--- src/rtl/scb_consts.svh ---
// Purpose: Shared constants of the SDRAM command and burst controller.
// Assumes: 50 MHz system clock, AXI4-Lite register port.
// Notes:   Timing figures are plain defaults for the attached memory grade.
`ifndef SCB_CONSTS_SVH
`define SCB_CONSTS_SVH
`define SCB_CLK_NS     20
`define SCB_T_RCD_NS   20
`define SCB_T_RP_NS    20
`define SCB_T_WR_NS    15
`define SCB_T_XSR_NS   80
`define SCB_T_REF_MS   64
`define SCB_CYC(ns)    (((ns) + `SCB_CLK_NS - 1) / `SCB_CLK_NS)
`define SCB_REG_CTRL   5'h00
`define SCB_REG_ADDR   5'h04
`define SCB_REG_CFG    5'h08
`define SCB_REG_STAT   5'h0C
`define SCB_REG_WDATA  5'h10
`define SCB_REG_RDATA  5'h14
`define SCB_RESP_OK    2'h0
`define SCB_RESP_ERR   2'h2
`define SCB_CMD_NOP    4'h7
`define SCB_CMD_ACT    4'h3
`define SCB_CMD_RD     4'h5
`define SCB_CMD_WR     4'h4
`define SCB_CMD_BST    4'h6
`define SCB_CMD_PRE    4'h2
`define SCB_CMD_SREF   4'h1
`define SCB_CMD_DESEL  4'hF
`define SCB_OP_HI      2
`define SCB_OP_LO      0
`define SCB_AP_POS     3
`define SCB_BANK_HI    5
`define SCB_BANK_LO    4
`define SCB_BL_HI      2
`define SCB_BL_LO      0
`define SCB_CL3_POS    3
`define SCB_BL_FULL    3'h7
`define SCB_FULL_BEATS 4'h8
`define SCB_AP_BIT     10
`define SCB_RD_PIPE    3
`endif

--- src/rtl/scb_pkg.sv ---
// Purpose: Types of the SDRAM command and burst controller.
// Assumes: Nothing beyond the constants header.
// Notes:   The command field packs chip select, row, column and write strobes.
`default_nettype none
package scb_pkg;
  typedef logic [21:0] scb_cnt_t;
  typedef enum logic [2:0] {
    OP_NOP, OP_ACT, OP_READ, OP_WRITE, OP_PRE, OP_SREF, OP_PDOWN, OP_SUSP
  } scb_op_t;
  typedef enum logic [2:0] {
    ST_IDLE, ST_WAIT, ST_WPRE, ST_WRITE, ST_READ, ST_LOWP, ST_EXIT
  } scb_state_t;
  typedef struct packed {
    logic        cke;
    logic [3:0]  cmd;
    logic        dqm;
    logic        bank_select_msb;
    logic        bank_select_lsb;
    logic [12:0] addr;
  } scb_pins_t;
endpackage : scb_pkg
`default_nettype wire

--- src/rtl/scb_mem.sv ---
// Purpose: Eight-word burst buffer with a registered read port.
// Assumes: One write and one read per clock.
// Notes:   Read data lag the read address by one clock.
`default_nettype none
module scb_mem (
  // Clock
  input  wire logic        aclk,
  // Write port
  input  wire logic        we,
  input  wire logic [2:0]  waddr,
  input  wire logic [15:0] wdata,
  // Read port
  input  wire logic [2:0]  raddr,
  output logic      [15:0] rdata_q
);
  logic [15:0] mem_q [8];

  always_ff @(posedge aclk) begin
    if (we) begin
      mem_q[waddr] <= wdata;
    end
    rdata_q <= mem_q[raddr];
  end
endmodule : scb_mem
`default_nettype wire

--- src/rtl/scb_ctrl.sv ---
// Purpose: Host controller that drives an SDRAM through its command pins.
// Assumes: Software orders one command at a time over AXI4-Lite.
// Notes:   Bursts move through an eight-word buffer; full page stops at 8.
//
// Design decisions made here: the placing of the registers and the AXI4-Lite interface to the registers.
`include "scb_consts.svh"
`default_nettype none

// Summary of operation
// - CS and CAS low, RAS WE high: read
// - CS CAS WE low, RAS high: write
// - Write data from command cycle, every edge
// - Mask read data on first two write cycles
// - Release data bus before read data arrive
// - Burst stop ends burst, row stays open
// - No read, write, precharge during auto-precharge
// - No auto-precharge with full page bursts
// - Write auto-precharge: wait recovery plus precharge
// - Precharge decode; wait precharge period before activate
// - Self refresh entry, hold, exit wait
// - Leave power down in time; NOP next
// - Wait row-to-column delay after activate
module scb_ctrl import scb_pkg::*; #(
  parameter int unsigned REF_CYC = `SCB_T_REF_MS * 1000000 / `SCB_CLK_NS
) (
  // Clock and reset
  input  wire logic        aclk,
  input  wire logic        aresetn,
  // AXI4-Lite write channels
  input  wire logic [31:0] s_axi_awaddr,
  input  wire logic        s_axi_awvalid,
  output logic             s_axi_awready,
  input  wire logic [31:0] s_axi_wdata,
  input  wire logic [3:0]  s_axi_wstrb,
  input  wire logic        s_axi_wvalid,
  output logic             s_axi_wready,
  output logic      [1:0]  s_axi_bresp,
  output logic             s_axi_bvalid,
  input  wire logic        s_axi_bready,
  // AXI4-Lite read channels
  input  wire logic [31:0] s_axi_araddr,
  input  wire logic        s_axi_arvalid,
  output logic             s_axi_arready,
  output logic      [31:0] s_axi_rdata,
  output logic      [1:0]  s_axi_rresp,
  output logic             s_axi_rvalid,
  input  wire logic        s_axi_rready,
  // Memory pins
  output var scb_pins_t    sd_pins,
  output logic      [15:0] sd_dq_o,
  output logic             sd_dq_oe_n,
  input  wire logic [15:0] sd_dq_i
);
  localparam scb_cnt_t C_RCD = scb_cnt_t'(`SCB_CYC(`SCB_T_RCD_NS));
  localparam scb_cnt_t C_RP  = scb_cnt_t'(`SCB_CYC(`SCB_T_RP_NS));
  localparam scb_cnt_t C_DAL = scb_cnt_t'(`SCB_CYC(`SCB_T_WR_NS) + `SCB_CYC(`SCB_T_RP_NS));
  localparam scb_cnt_t C_XSR = scb_cnt_t'(`SCB_CYC(`SCB_T_XSR_NS));
  localparam scb_cnt_t C_REF = scb_cnt_t'(REF_CYC - 1);
  localparam scb_cnt_t C_PIPE = scb_cnt_t'(`SCB_RD_PIPE);

  scb_state_t  st_q, st_d;
  scb_cnt_t    cnt_q, cnt_d;
  scb_pins_t   pins_d;
  logic [15:0] dq_d;
  logic        oe_n_d;
  logic [15:0] dq_s1_q, dq_s2_q;
  logic [12:0] addr_q;
  logic [3:0]  cfg_q;
  logic        ap_q, sref_q;
  logic [1:0]  bank_q;
  logic [2:0]  wptr_q, rptr_q;
  logic [3:0]  cap_q;
  logic        rpend_q;
  logic [4:0]  rsel_q;
  logic        rbad_q;
  logic [15:0] mem_rdata;

  //////////////////////////////////////////////////////////////////////////////
  // Register decode.
  wire  [4:0]  waddr    = s_axi_awaddr[4:0];
  wire         wbad     = (s_axi_awaddr[31:5] != 27'h0) || (waddr > `SCB_REG_RDATA)
                          || (waddr[1:0] != 2'h0);
  wire         wr_hit   = s_axi_awready && !wbad;
  wire         w_ctrl   = wr_hit && (waddr == `SCB_REG_CTRL);
  wire         w_addr   = wr_hit && (waddr == `SCB_REG_ADDR);
  wire         w_cfg    = wr_hit && (waddr == `SCB_REG_CFG) && (st_q == ST_IDLE);
  wire         w_wdata  = wr_hit && (waddr == `SCB_REG_WDATA);
  wire  [15:0] wmask    = {{8{s_axi_wstrb[1]}}, {8{s_axi_wstrb[0]}}};
  wire  [15:0] addr_new = ({3'h0, addr_q} & ~wmask) | (s_axi_wdata[15:0] & wmask);
  wire         go       = w_ctrl && s_axi_wstrb[0] && ((st_q == ST_IDLE) || (st_q == ST_LOWP));
  wire scb_op_t op_w    = scb_op_t'(s_axi_wdata[`SCB_OP_HI:`SCB_OP_LO]);
  wire  [4:0]  raddr    = s_axi_araddr[4:0];
  wire         rbad     = (s_axi_araddr[31:5] != 27'h0) || (raddr > `SCB_REG_RDATA)
                          || (raddr[1:0] != 2'h0);
  wire         r_pop    = s_axi_arready && !rbad && (raddr == `SCB_REG_RDATA);

  //////////////////////////////////////////////////////////////////////////////
  // Burst geometry.
  wire         full     = (cfg_q[`SCB_BL_HI:`SCB_BL_LO] == `SCB_BL_FULL);
  wire  [3:0]  beats    = full ? `SCB_FULL_BEATS :
                          (cfg_q[2] ? 4'h1 : (4'h1 << cfg_q[1:0]));
  wire scb_cnt_t cl     = cfg_q[`SCB_CL3_POS] ? scb_cnt_t'(3) : scb_cnt_t'(2);
  wire scb_cnt_t rd_first = cl + C_PIPE;
  wire scb_cnt_t rd_last  = rd_first + scb_cnt_t'(beats) - scb_cnt_t'(1);
  wire scb_cnt_t wr_last  = full ? scb_cnt_t'(`SCB_FULL_BEATS) : scb_cnt_t'(beats - 4'h1);
  wire         ap_eff   = ap_q && !full;
  wire  [12:0] col_addr = {addr_q[12:11], ap_eff, addr_q[9:0]};
  wire         stop_now = full && (cnt_q == scb_cnt_t'(`SCB_FULL_BEATS));
  wire         cap_hit  = (st_q == ST_READ) && (cnt_q >= rd_first) && (cap_q < beats);

  //////////////////////////////////////////////////////////////////////////////
  // Burst buffer: captures read beats, else takes words written by software.
  wire         mem_we    = cap_hit || w_wdata;
  wire  [2:0]  mem_waddr = cap_hit ? cap_q[2:0] : wptr_q;
  wire  [15:0] mem_wdata = cap_hit ? dq_s2_q : s_axi_wdata[15:0];
  wire  [2:0]  mem_raddr = (st_q == ST_WRITE) ? (cnt_q[2:0] + 3'h1) :
                           (st_q == ST_WPRE) ? 3'h0 : rptr_q;

  scb_mem u_mem (
    .aclk    (aclk),
    .we      (mem_we),
    .waddr   (mem_waddr),
    .wdata   (mem_wdata),
    .raddr   (mem_raddr),
    .rdata_q (mem_rdata)
  );

  //////////////////////////////////////////////////////////////////////////////
  // Command sequencer.
  always_comb begin
    st_d       = st_q;
    cnt_d      = cnt_q + scb_cnt_t'(1);
    pins_d     = sd_pins;
    pins_d.cmd = `SCB_CMD_NOP;
    pins_d.cke = 1'b1;
    pins_d.dqm = 1'b0;
    dq_d       = sd_dq_o;
    oe_n_d     = 1'b1;
    unique case (st_q)
      ST_IDLE: begin
        cnt_d = '0;
        if (go) begin
          pins_d.bank_select_msb = s_axi_wdata[`SCB_BANK_HI];
          pins_d.bank_select_lsb = s_axi_wdata[`SCB_BANK_LO];
          pins_d.addr            = addr_q;
          unique case (op_w)
            OP_NOP: begin
            end
            OP_ACT: begin
              pins_d.cmd = `SCB_CMD_ACT;
              st_d       = ST_WAIT;
              cnt_d      = C_RCD;
            end
            OP_READ: begin
              st_d = ST_READ;
            end
            OP_WRITE: begin
              st_d = ST_WPRE;
            end
            OP_PRE: begin
              pins_d.cmd                  = `SCB_CMD_PRE;
              pins_d.addr[`SCB_AP_BIT]    = s_axi_wdata[`SCB_AP_POS];
              st_d                        = ST_WAIT;
              cnt_d                       = C_RP;
            end
            OP_SREF: begin
              pins_d.cmd = `SCB_CMD_SREF;
              pins_d.cke = 1'b0;
              st_d       = ST_LOWP;
            end
            OP_PDOWN: begin
              pins_d.cmd = `SCB_CMD_DESEL;
              pins_d.cke = 1'b0;
              st_d       = ST_LOWP;
            end
            OP_SUSP: begin
              pins_d.cke = 1'b0;
              st_d       = ST_LOWP;
            end
          endcase
        end
      end
      ST_WAIT: begin
        cnt_d = cnt_q - scb_cnt_t'(1);
        if (cnt_q <= scb_cnt_t'(1)) begin
          st_d = ST_IDLE;
        end
      end
      ST_WPRE: begin
        // Masks any read data that would land on the first two write beats.
        pins_d.dqm = 1'b1;
        if (cnt_q == scb_cnt_t'(1)) begin
          st_d  = ST_WRITE;
          cnt_d = '0;
        end
      end
      ST_WRITE: begin
        pins_d.addr = col_addr;
        if (cnt_q == '0) begin
          pins_d.cmd = `SCB_CMD_WR;
        end else if (stop_now) begin
          pins_d.cmd = `SCB_CMD_BST;
        end
        dq_d   = mem_rdata;
        oe_n_d = stop_now;
        if (cnt_q == wr_last) begin
          st_d  = ap_eff ? ST_WAIT : ST_IDLE;
          cnt_d = C_DAL;
        end
      end
      ST_READ: begin
        pins_d.addr = col_addr;
        if (cnt_q == '0) begin
          pins_d.cmd = `SCB_CMD_RD;
        end else if (stop_now) begin
          pins_d.cmd = `SCB_CMD_BST;
        end
        if (cnt_q == rd_last) begin
          // An auto-precharged bank is left alone until it has closed.
          st_d  = ap_eff ? ST_WAIT : ST_IDLE;
          cnt_d = C_RP;
        end
      end
      ST_LOWP: begin
        pins_d.cmd = `SCB_CMD_DESEL;
        pins_d.cke = 1'b0;
        // Power down and suspend do not refresh, so they are cut short in time.
        if (go || (!sref_q && (cnt_q >= C_REF))) begin
          pins_d.cmd = `SCB_CMD_NOP;
          pins_d.cke = 1'b1;
          st_d       = ST_EXIT;
          cnt_d      = sref_q ? C_XSR : scb_cnt_t'(1);
        end
      end
      ST_EXIT: begin
        cnt_d = cnt_q - scb_cnt_t'(1);
        if (cnt_q <= scb_cnt_t'(1)) begin
          st_d = ST_IDLE;
        end
      end
      default: begin
        st_d = ST_IDLE;
      end
    endcase
  end

  always_ff @(posedge aclk) begin
    if (!aresetn) begin
      st_q       <= ST_IDLE;
      cnt_q      <= '0;
      sd_pins    <= '{cke: 1'b1, cmd: `SCB_CMD_DESEL, default: '0};
      sd_dq_o    <= '0;
      sd_dq_oe_n <= 1'b1;
    end else begin
      st_q       <= st_d;
      cnt_q      <= cnt_d;
      sd_pins    <= pins_d;
      sd_dq_o    <= dq_d;
      sd_dq_oe_n <= oe_n_d;
    end
  end

  // Data pins are asynchronous to the controller, so two stages precede capture.
  always_ff @(posedge aclk) begin
    dq_s1_q <= sd_dq_i;
    dq_s2_q <= dq_s1_q;
  end

  //////////////////////////////////////////////////////////////////////////////
  // Software registers and buffer pointers.
  always_ff @(posedge aclk) begin
    if (!aresetn) begin
      addr_q <= '0;
      cfg_q  <= '0;
      ap_q   <= 1'b0;
      bank_q <= '0;
      sref_q <= 1'b0;
      wptr_q <= '0;
      rptr_q <= '0;
      cap_q  <= '0;
    end else begin
      if (w_addr) begin
        addr_q <= addr_new[12:0];
      end
      if (w_cfg && s_axi_wstrb[0]) begin
        cfg_q <= s_axi_wdata[3:0];
      end
      if (go && (st_q == ST_IDLE)) begin
        ap_q   <= s_axi_wdata[`SCB_AP_POS];
        bank_q <= s_axi_wdata[`SCB_BANK_HI:`SCB_BANK_LO];
        sref_q <= (op_w == OP_SREF);
      end
      if ((st_q == ST_WRITE) && (cnt_q == wr_last)) begin
        wptr_q <= '0;
      end else if (w_wdata) begin
        wptr_q <= wptr_q + 3'h1;
      end
      if ((st_q == ST_READ) && (cnt_q == '0)) begin
        rptr_q <= '0;
        cap_q  <= '0;
      end else begin
        rptr_q <= rptr_q + {2'h0, r_pop};
        cap_q  <= cap_q + {3'h0, cap_hit};
      end
    end
  end

  wire [31:0] rd_mux =
    (rsel_q == `SCB_REG_CTRL)  ? {26'h0, bank_q, ap_q, 3'h0} :
    (rsel_q == `SCB_REG_ADDR)  ? {19'h0, addr_q} :
    (rsel_q == `SCB_REG_CFG)   ? {28'h0, cfg_q} :
    (rsel_q == `SCB_REG_STAT)  ? {22'h0, wptr_q, cap_q, 1'b0,
                                  (st_q == ST_LOWP), (st_q != ST_IDLE)} :
    (rsel_q == `SCB_REG_RDATA) ? {16'h0, mem_rdata} : 32'h0;

  //////////////////////////////////////////////////////////////////////////////
  // AXI4-Lite slave: address and data are taken together, one write and one read at a time.
  always_ff @(posedge aclk) begin
    if (!aresetn) begin
      s_axi_awready <= 1'b0;
      s_axi_wready  <= 1'b0;
      s_axi_bvalid  <= 1'b0;
      s_axi_bresp   <= `SCB_RESP_OK;
      s_axi_arready <= 1'b0;
      s_axi_rvalid  <= 1'b0;
      s_axi_rdata   <= '0;
      s_axi_rresp   <= `SCB_RESP_OK;
      rpend_q       <= 1'b0;
      rsel_q        <= '0;
      rbad_q        <= 1'b0;
    end else begin
      s_axi_awready <= s_axi_awvalid && s_axi_wvalid && !s_axi_awready && !s_axi_bvalid;
      s_axi_wready  <= s_axi_awvalid && s_axi_wvalid && !s_axi_awready && !s_axi_bvalid;
      if (s_axi_awready) begin
        s_axi_bvalid <= 1'b1;
        s_axi_bresp  <= wbad ? `SCB_RESP_ERR : `SCB_RESP_OK;
      end else if (s_axi_bready) begin
        s_axi_bvalid <= 1'b0;
      end
      s_axi_arready <= s_axi_arvalid && !s_axi_arready && !rpend_q && !s_axi_rvalid;
      rpend_q       <= s_axi_arready;
      if (s_axi_arready) begin
        rsel_q <= raddr;
        rbad_q <= rbad;
      end
      if (rpend_q) begin
        s_axi_rvalid <= 1'b1;
        s_axi_rresp  <= rbad_q ? `SCB_RESP_ERR : `SCB_RESP_OK;
        s_axi_rdata  <= rbad_q ? 32'h0 : rd_mux;
      end else if (s_axi_rready) begin
        s_axi_rvalid <= 1'b0;
      end
    end
  end
endmodule : scb_ctrl
`default_nettype wire

--- config.mk ---
export PLATFORM = sky130hd
export DESIGN_NAME = scb_ctrl
export DESIGN_NICKNAME = d
export VERILOG_FILES = /design/src/rtl/scb_pkg.sv /design/src/rtl/scb_mem.sv /design/src/rtl/scb_ctrl.sv
export VERILOG_INCLUDE_DIRS = /design/src /design/src/rtl
export SDC_FILE = /design/constraint.sdc
export NUM_CORES = 1
export LEC_CHECK = 0
export BUFFER_PORTS_ARGS = -buffer_cell sky130_fd_sc_hd__buf_2
export CAP_MARGIN = 20
export CORE_ASPECT_RATIO = 0.7
export CORE_MARGIN = 8
export CORE_UTILIZATION = 30
export DETAILED_ROUTE_END_ITERATION = 7
export PLACE_DENSITY = 0.45
export SYNTH_ARGS = -nofsm -noshare
export SYNTH_HDL_FRONTEND = slang
export SYNTH_SLANG_ARGS = --single-unit
--- constraint.sdc ---
create_clock -name aclk -period 9.4 [get_ports aclk]
set_input_delay 0 -clock aclk [delete_from_list [all_inputs] [get_ports aclk]]
set_output_delay 0 -clock aclk [all_outputs]
set_load 0.005 [all_outputs]
Yosys cells after proc, flatten, opt, wreduce, memory -nomap -nowiden

Memories as Yosys holds them, arrays and structs flattened. A register that Yosys moved wholly into a read port is not among the register bits.
Cells that the tools add are included.

Bits in registers: 173
Memory bits (writable): 128
Input port bits: 123
Output and inout port bits: 79
Memories kept: 1

Memories:

| memory      | words | bits a word | read ports | clocked after Yosys merged registers in | write ports | RTL line      | RTL |
|---|---|---|---|---|---|---|---|
| u_mem.mem_q | 8     | 16          | 1          | 1                                       | 1           | scb_mem.sv:16 | `logic [15:0] mem_q [8];` |

Add/sub/neg operators: 10
Magnitude comparators: 6
Eq/ne operators: 33
Shift-type cells: 1
Mux-type cells: 52
Bitwise gates (word level): 5
Reduce and logical (&&, ||, !) cells: 63

Operator list:

| cell                                                       | count |
|---|---|
| case mux 22 bit (6 select lines)                           | 1 |
| two-way mux 16 bit                                         | 7 |
| two-way mux 22 bit                                         | 5 |
| nonzero test 27 bit                                        | 2 |
| equality test 22 bit                                       | 2 |
| case mux 4 bit (4 select lines)                            | 2 |
| two-way mux 3 bit                                          | 10 |
| bitwise AND 13 bit                                         | 2 |
| case mux 13 bit (2 select lines)                           | 1 |
| logical AND 1 bit                                          | 25 |
| equality test 3 bit (second input constant)                | 8 |
| adder 22 x 1 -> 22 bit (second input constant)             | 1 |
| equality test 22 x 1 -> 1 bit (second input constant)      | 1 |
| equality test 22 x 4 -> 1 bit (second input constant)      | 1 |
| greater-or-equal comparator 22 bit (second input constant) | 1 |
| greater-or-equal comparator 22 x 3 -> 1 bit                | 1 |
| <= comparator 22 x 1 -> 1 bit (second input constant)      | 1 |
| zero test 22 bit                                           | 1 |
| subtractor 22 x 1 -> 22 bit (second input constant)        | 1 |
| case mux 3 bit (6 select lines)                            | 1 |
| equality test 5 x 4 -> 1 bit (second input constant)       | 3 |
| equality test 5 bit (second input constant)                | 3 |
| two-way mux 1 bit                                          | 14 |
| two-way mux 13 bit                                         | 1 |
| 34 further kinds                                           | 75 |

Logic depth before layout (Yosys ltp)

Word-level depth: 11
Mapped depth: 17
Mapped depth without buffers: 14

Modules after synthesis

Synthesis repeated with hierarchy kept, for this count alone.

Cell total of the unflattened synthesis: 1117
Area total of the unflattened synthesis: 12831.1 sq um

By module, submodules not included:

| module   | times used | cells each | area an instance (sq um) | sequential area each (sq um) |
|---|---|---|---|---|
| scb_ctrl | 1          | 903        | 7537.2                   | 3062.9 |
| scb_mem  | 1          | 214        | 5293.8                   | 4164.0 |

Worst setup path before layout

OpenSTA, ideal clock, no wires.

Path type: register to register
From: reg cnt_q[18]
To: mem u_mem.mem_q[0][0], enable pin
Library setup time: 396 ps
Arrival time: 3688 ps
Required time: 9004 ps
Setup slack: 5316 ps
Cell stages (with the launch flop): 10
Buffers on the path: 2
Period minus slack after synthesis: 4084 ps
Cell sequence: dfxtp_1 > buf_6 > or4_1 > or4_4 > o41ai_1 > a21o_1 > a21oi_1 > a2111oi_4 > buf_4 > mux2i_1

Cells in the longest elaborated chain, start to end: 6

RTL lines:

| what                                            | RTL line        | RTL |
|---|---|---|
| start, declared                                 | scb_ctrl.sv:62  | `scb_cnt_t cnt_q, cnt_d;` |
| start signal, assigned                          | scb_ctrl.sv:256 | `cnt_q <= cnt_d;` |
| greater-or-equal comparator 22 x 3 -> 1 bit (*) | scb_ctrl.sv:109 | `wire cap_hit = (st_q == ST_READ) && (cnt_q >= rd_first) && (cap_q < beats);` |
| logical AND 1 bit (*) (2 in series)             | scb_ctrl.sv:109 |  |
| logical OR 1 bit                                | scb_ctrl.sv:113 | `wire mem_we = cap_hit \|\| w_wdata;` |
| two-way mux 1 bit                               | scb_mem.sv:19   | `if (we) begin` |
| two-way mux 1 bit (not written as such)         | scb_mem.sv:20   | `mem_q[waddr] <= wdata;` |
| end, declared                                   | scb_mem.sv:16   |  |

Every way passes the cells marked *; elsewhere a longest branch is shown, timed or not.

Final worst setup path

From: reg cnt_q[18]
To: mem u_mem.mem_q[4][13], enable pin

Same word-level chain as after synthesis.

==> summary.md <==
| Metric | Value |
|---|---|
| Outcome | completed |
| Layout Utilization | 37.5% |
| Internal power of the cells | 0.00266 W |
| Vertical extent of the die | between 150 and 200 um |
| Number of vias in the routed layout | 10400 |
| Net switching power | 0.00144 W |
| Number of buffers inserted by post-CTS setup repair | 0 |
| Worst VDD drop | 158 uV |
| Number of flops mapped to enable cells by yosys | 128 |
| Final hold violation count | 0 |
| Post-DP HPWL | 27600 um |
| Sequential fraction of the synthesis area | around 56% |
| Warning count from the yosys run | 0 |
| Actual transition at the worst max-transition pin | 1.07 ns |
| Kind of launch point of the worst setup path | register |
| Final std cell area, no fill | 0.0159 mm2 |
| Die X-Extent | roughly 260 um |
| Power share of the sequential group | roughly two fifths |
| Share of Yosys cell area claimed by the top area cell type | 29.7% |
| Number of violations reported at the end of detailed-routing iteration 0 | approximately 800 |
| Startpoint of the lowest-slack hold path | sd_dq_i[11] |
| Total DRC errors in the routed layout | 0 |
| Leading post-synthesis cells by instance count | sky130_fd_sc_hd__nand2_1 (233), sky130_fd_sc_hd__dfxtp_1 (169), sky130_fd_sc_hd__edfxtp_1 (128), sky130_fd_sc_hd__nand3_1 (103), sky130_fd_sc_hd__nor2_1 (101) |
| Critical R2R Launch | cnt_q[18]$_SDFF_PN0_ |
| Most common cell in the synthesized netlist | sky130_fd_sc_hd__nand2_1 |
| Global routing usage on met1 | 23.8% |
| MaxCap Viol Count | 0 |
| Number of storage elements in the synthesis netlist | between 200 and 300 |
| Number of routed nets with antenna violations | 0 |
| Unrepaired setup endpoints after global routing | no |
| Cell type with the largest total area after synthesis | sky130_fd_sc_hd__edfxtp_1 |
| Number of distinct standard cells referenced by the synthesized netlist | 76 |
| Instance count of the mapped netlist | 1306 |
| Number of antenna violations at the first check in global routing | 0 |
| Max Clock Freq | 233 MHz |
| Clock H-tree levels | 2 |
| Leading cell types by total area after synthesis | sky130_fd_sc_hd__edfxtp_1 (30%), sky130_fd_sc_hd__dfxtp_1 (26%), sky130_fd_sc_hd__nand2_1 (6.7%) |
| Ratio of total power to cell area | 258 mW/mm2 |
| Synthesized area per cell | 9.93 um2 |
| TritonCTS Buffers | 34 |
| Area after DPL | 0.0143 mm2 |
| Clock-pin slew reported for the worst setup and hold paths after clock tree synthesis | ~0.060 ns |
| Root buffer selected by CTS | sky130_fd_sc_hd__clkbuf_16 |
| Total negative setup slack | 0 ns |
| Leakage power | 6.28 nW |
| Routed wire length per instance | 20.2 um |
| Vias in the first global route | 10200 |
| Combinational share of power | 27.7% |
| Number of buffers on the longest clock path | 3 |
| Final setup viols | 0 |
| Tightest slew margin relative to the limit | between 20% and 30% |
| Number of nets in the final layout | 1628 |
| I/O Buffers | 165 |
| Number of placement rows | between 60 and 70 |
| Maximum number of pins on one net before global-route repair | 88 |
| Worst setup startpoint | cnt_q[18]$_SDFF_PN0_ |
| Area growth from synthesis to layout | 22.9% |
| Kind of critical path | reg2reg |
| Share of total power in the clock network | 32.2% |
| Count of inserted antenna diode cells | 0 |
| Met3 Resource Use GR | about 4.8% |
| Worst path arrival time | 4.44 ns |
| WL final | 41600 um |
| Sum of internal, switching and leakage power | 0.00410 W |
| Number of iterations in the first detailed-routing pass | 5 |
| RD Place Congestion | 0.850 |
| Post-synthesis cell area | 0.0130 mm2 |
| Crit path required time | 9.54 ns |
| Fraction of final layout cells sized beyond drive strength 1 | 17.5% |
| Die Footprint | 0.0502 mm2 |
| Total routing resource utilization after global routing | 16.2% |
| Initial core utilization | 30.5% |
| Number of clock sinks seen by CTS | between 200 and 300 |
| Floorplan Core Area | 0.0425 mm2 |
| Post-layout min period | 4.30 ns |
| Min-delay worst type | in2reg |
| Flip-flop cell with the highest count after synthesis | sky130_fd_sc_hd__dfxtp_1 |
| Share of total power consumed by net switching | about a third |
| Crit path capture type | register |
| GRT overflow | 0 |
| Number of top-level design ports | 202 |
| Met2 usage | 23.0% |
| Fraction of registers with async set/reset | 0% |
| Clock skew | 0.0172 ns |
| Vias per Instance | 5.03 |
| Clock latency on the worst-skew pair | 0.54 ns |
| TritonCTS clock tree | done |
| Fin. max-slew vios | 0 |
| Most utilized layer in the global route result | met1 |
| Final Cycle Share | 45.7% |
| Wire length of the first global-routing pass | 63700 um |
| Max Fanout on Critical Path | 25 |
[power by group through the flow]
stage	logic (W)	registers, W	clock network, W
detailed placement	0.00111	0.00167	0
finish	0.00114	0.00165	0.00132
global placement	0.00111	0.00167	0
CTS	0.00114	0.00164	0.00136
floorplan	0.000837	0.00157	0
global route	0.00125	0.00167	0.00141
[cell type report]
class                           instances  area [um2]
Tap cell                              552         691
Clock inverter                         13         163
Fill cell                            4274       26600
Multi-Input combinational cell        904        5370
Inverter                               15        56.3
Timing Repair Buffer                  234        1490
Clock buffer                           49         937
Sequential cell                       297        7230
[kinds of logic (layout without fill, tap and decap cells)]
group | Yosys count | after routing | share of synthesized area [%]
AO/OA/AOI/OAI | 186 | 186 | 9.76
multiplexers | 65 | 65 | 5.18
AND/OR/NAND/NOR | 601 | 601 | 22.1
buffers and inverters | 122 | 311 | 4.27
adder cells (fa/ha/maj) | 20 | 20 | 1.97
flip-flops | 297 | 297 | 55.8
other | 1 | 18 | 0.0289
XOR/XNOR | 14 | 14 | 0.946
[stage by stage]
stage / setup slack (ns) / instances / hold WS [ns]
CTS: 5.07 / 2063 / 0.0583
global placement: 5.07 / 1947 / 0.103
finish: 5.10 / 2064 / 0.0871
global route: 4.88 / 2064 / 0.0742
detailed placement: 5.11 / 1947 / 0.104
floorplan: 5.32 / 1323 / 0.0277
[sequential cells by signal (all words and copies together), names as in the netlist, 3 cells and up, named ones only]
| register | cells |
|---|---|
| cap_q | 4 |
| cfg_q | 4 |
| cnt_q | 22 |
| dq_s1_q | 16 |
| dq_s2_q | 16 |
| rptr_q | 3 |
| rsel_q | 5 |
| s_axi_rdata | 16 |
| sd_dq_o | 16 |
| sd_pins | 20 |
| st_q | 3 |
| u_mem.mem_q | 128 |
| u_mem.rdata_q | 16 |
| wptr_q | 3 |
[layer usage]
metal / share of wire [%] / up-vias / routed length, um
met3: 7.3 / 50 / 3050
met5: 0 / - / 0
met2: 40 / 316 / 16700
met4: 1.7 / 0 / 707
li1: - / 5018 / -
met1: 51 / 5003 / 21100
[worst max-delay path: stages (launching register included)]
cell and delay, ns:
sky130_fd_sc_hd__dfxtp_1 0.39, sky130_fd_sc_hd__or4_1 0.57, sky130_fd_sc_hd__or4_4 0.57, sky130_fd_sc_hd__o41ai_1 0.32
sky130_fd_sc_hd__a21o_1 0.15, sky130_fd_sc_hd__a21oi_1 0.10, sky130_fd_sc_hd__a2111oi_4 0.30, sky130_fd_sc_hd__buf_4 0.55
sky130_fd_sc_hd__mux2i_4 0.91
[cells in the final DEF (no fill, tap or decap), drive strengths merged, types with 10 or more instances in the layout]
master	instances
a21oi	54
dlygate4sd3	54
buf	180
nor4	29
and3	11
clkbuf	49
conb	18
mux2i	48
nor3	27
nand2b	11
mux2	17
nand3b	10
inv	16
and2	19
nor2	101
ha	18
edfxtp	128
o21ai	43
nand2	233
nand3	103
dfxtp	169
[path summary, 6_finish.rpt]
kind / end / cells past startpoint / slack, ns
worst min-delay path: dq_s1_q[11]$_DFF_P_ / 2 / 0.09
worst max register to register: u_mem.mem_q[4][13]$_DFFE_PP_ / 8 / 5.10
worst min register to register: dq_s2_q[2]$_DFF_P_ / 0 / 0.32
worst max-delay path: u_mem.mem_q[4][13]$_DFFE_PP_ / 8 / 5.10
[what timing repair did]
| item | in CTS | in global routing |
|---|---|---|
| hold buffers | 54 | 0 |
| endpoints found under the setup margin | 0 | 0 |
| resized for setup | 0 | 0 |
| hold endpoints to repair | 102 | 0 |
(Power assumes the default switching activity.)
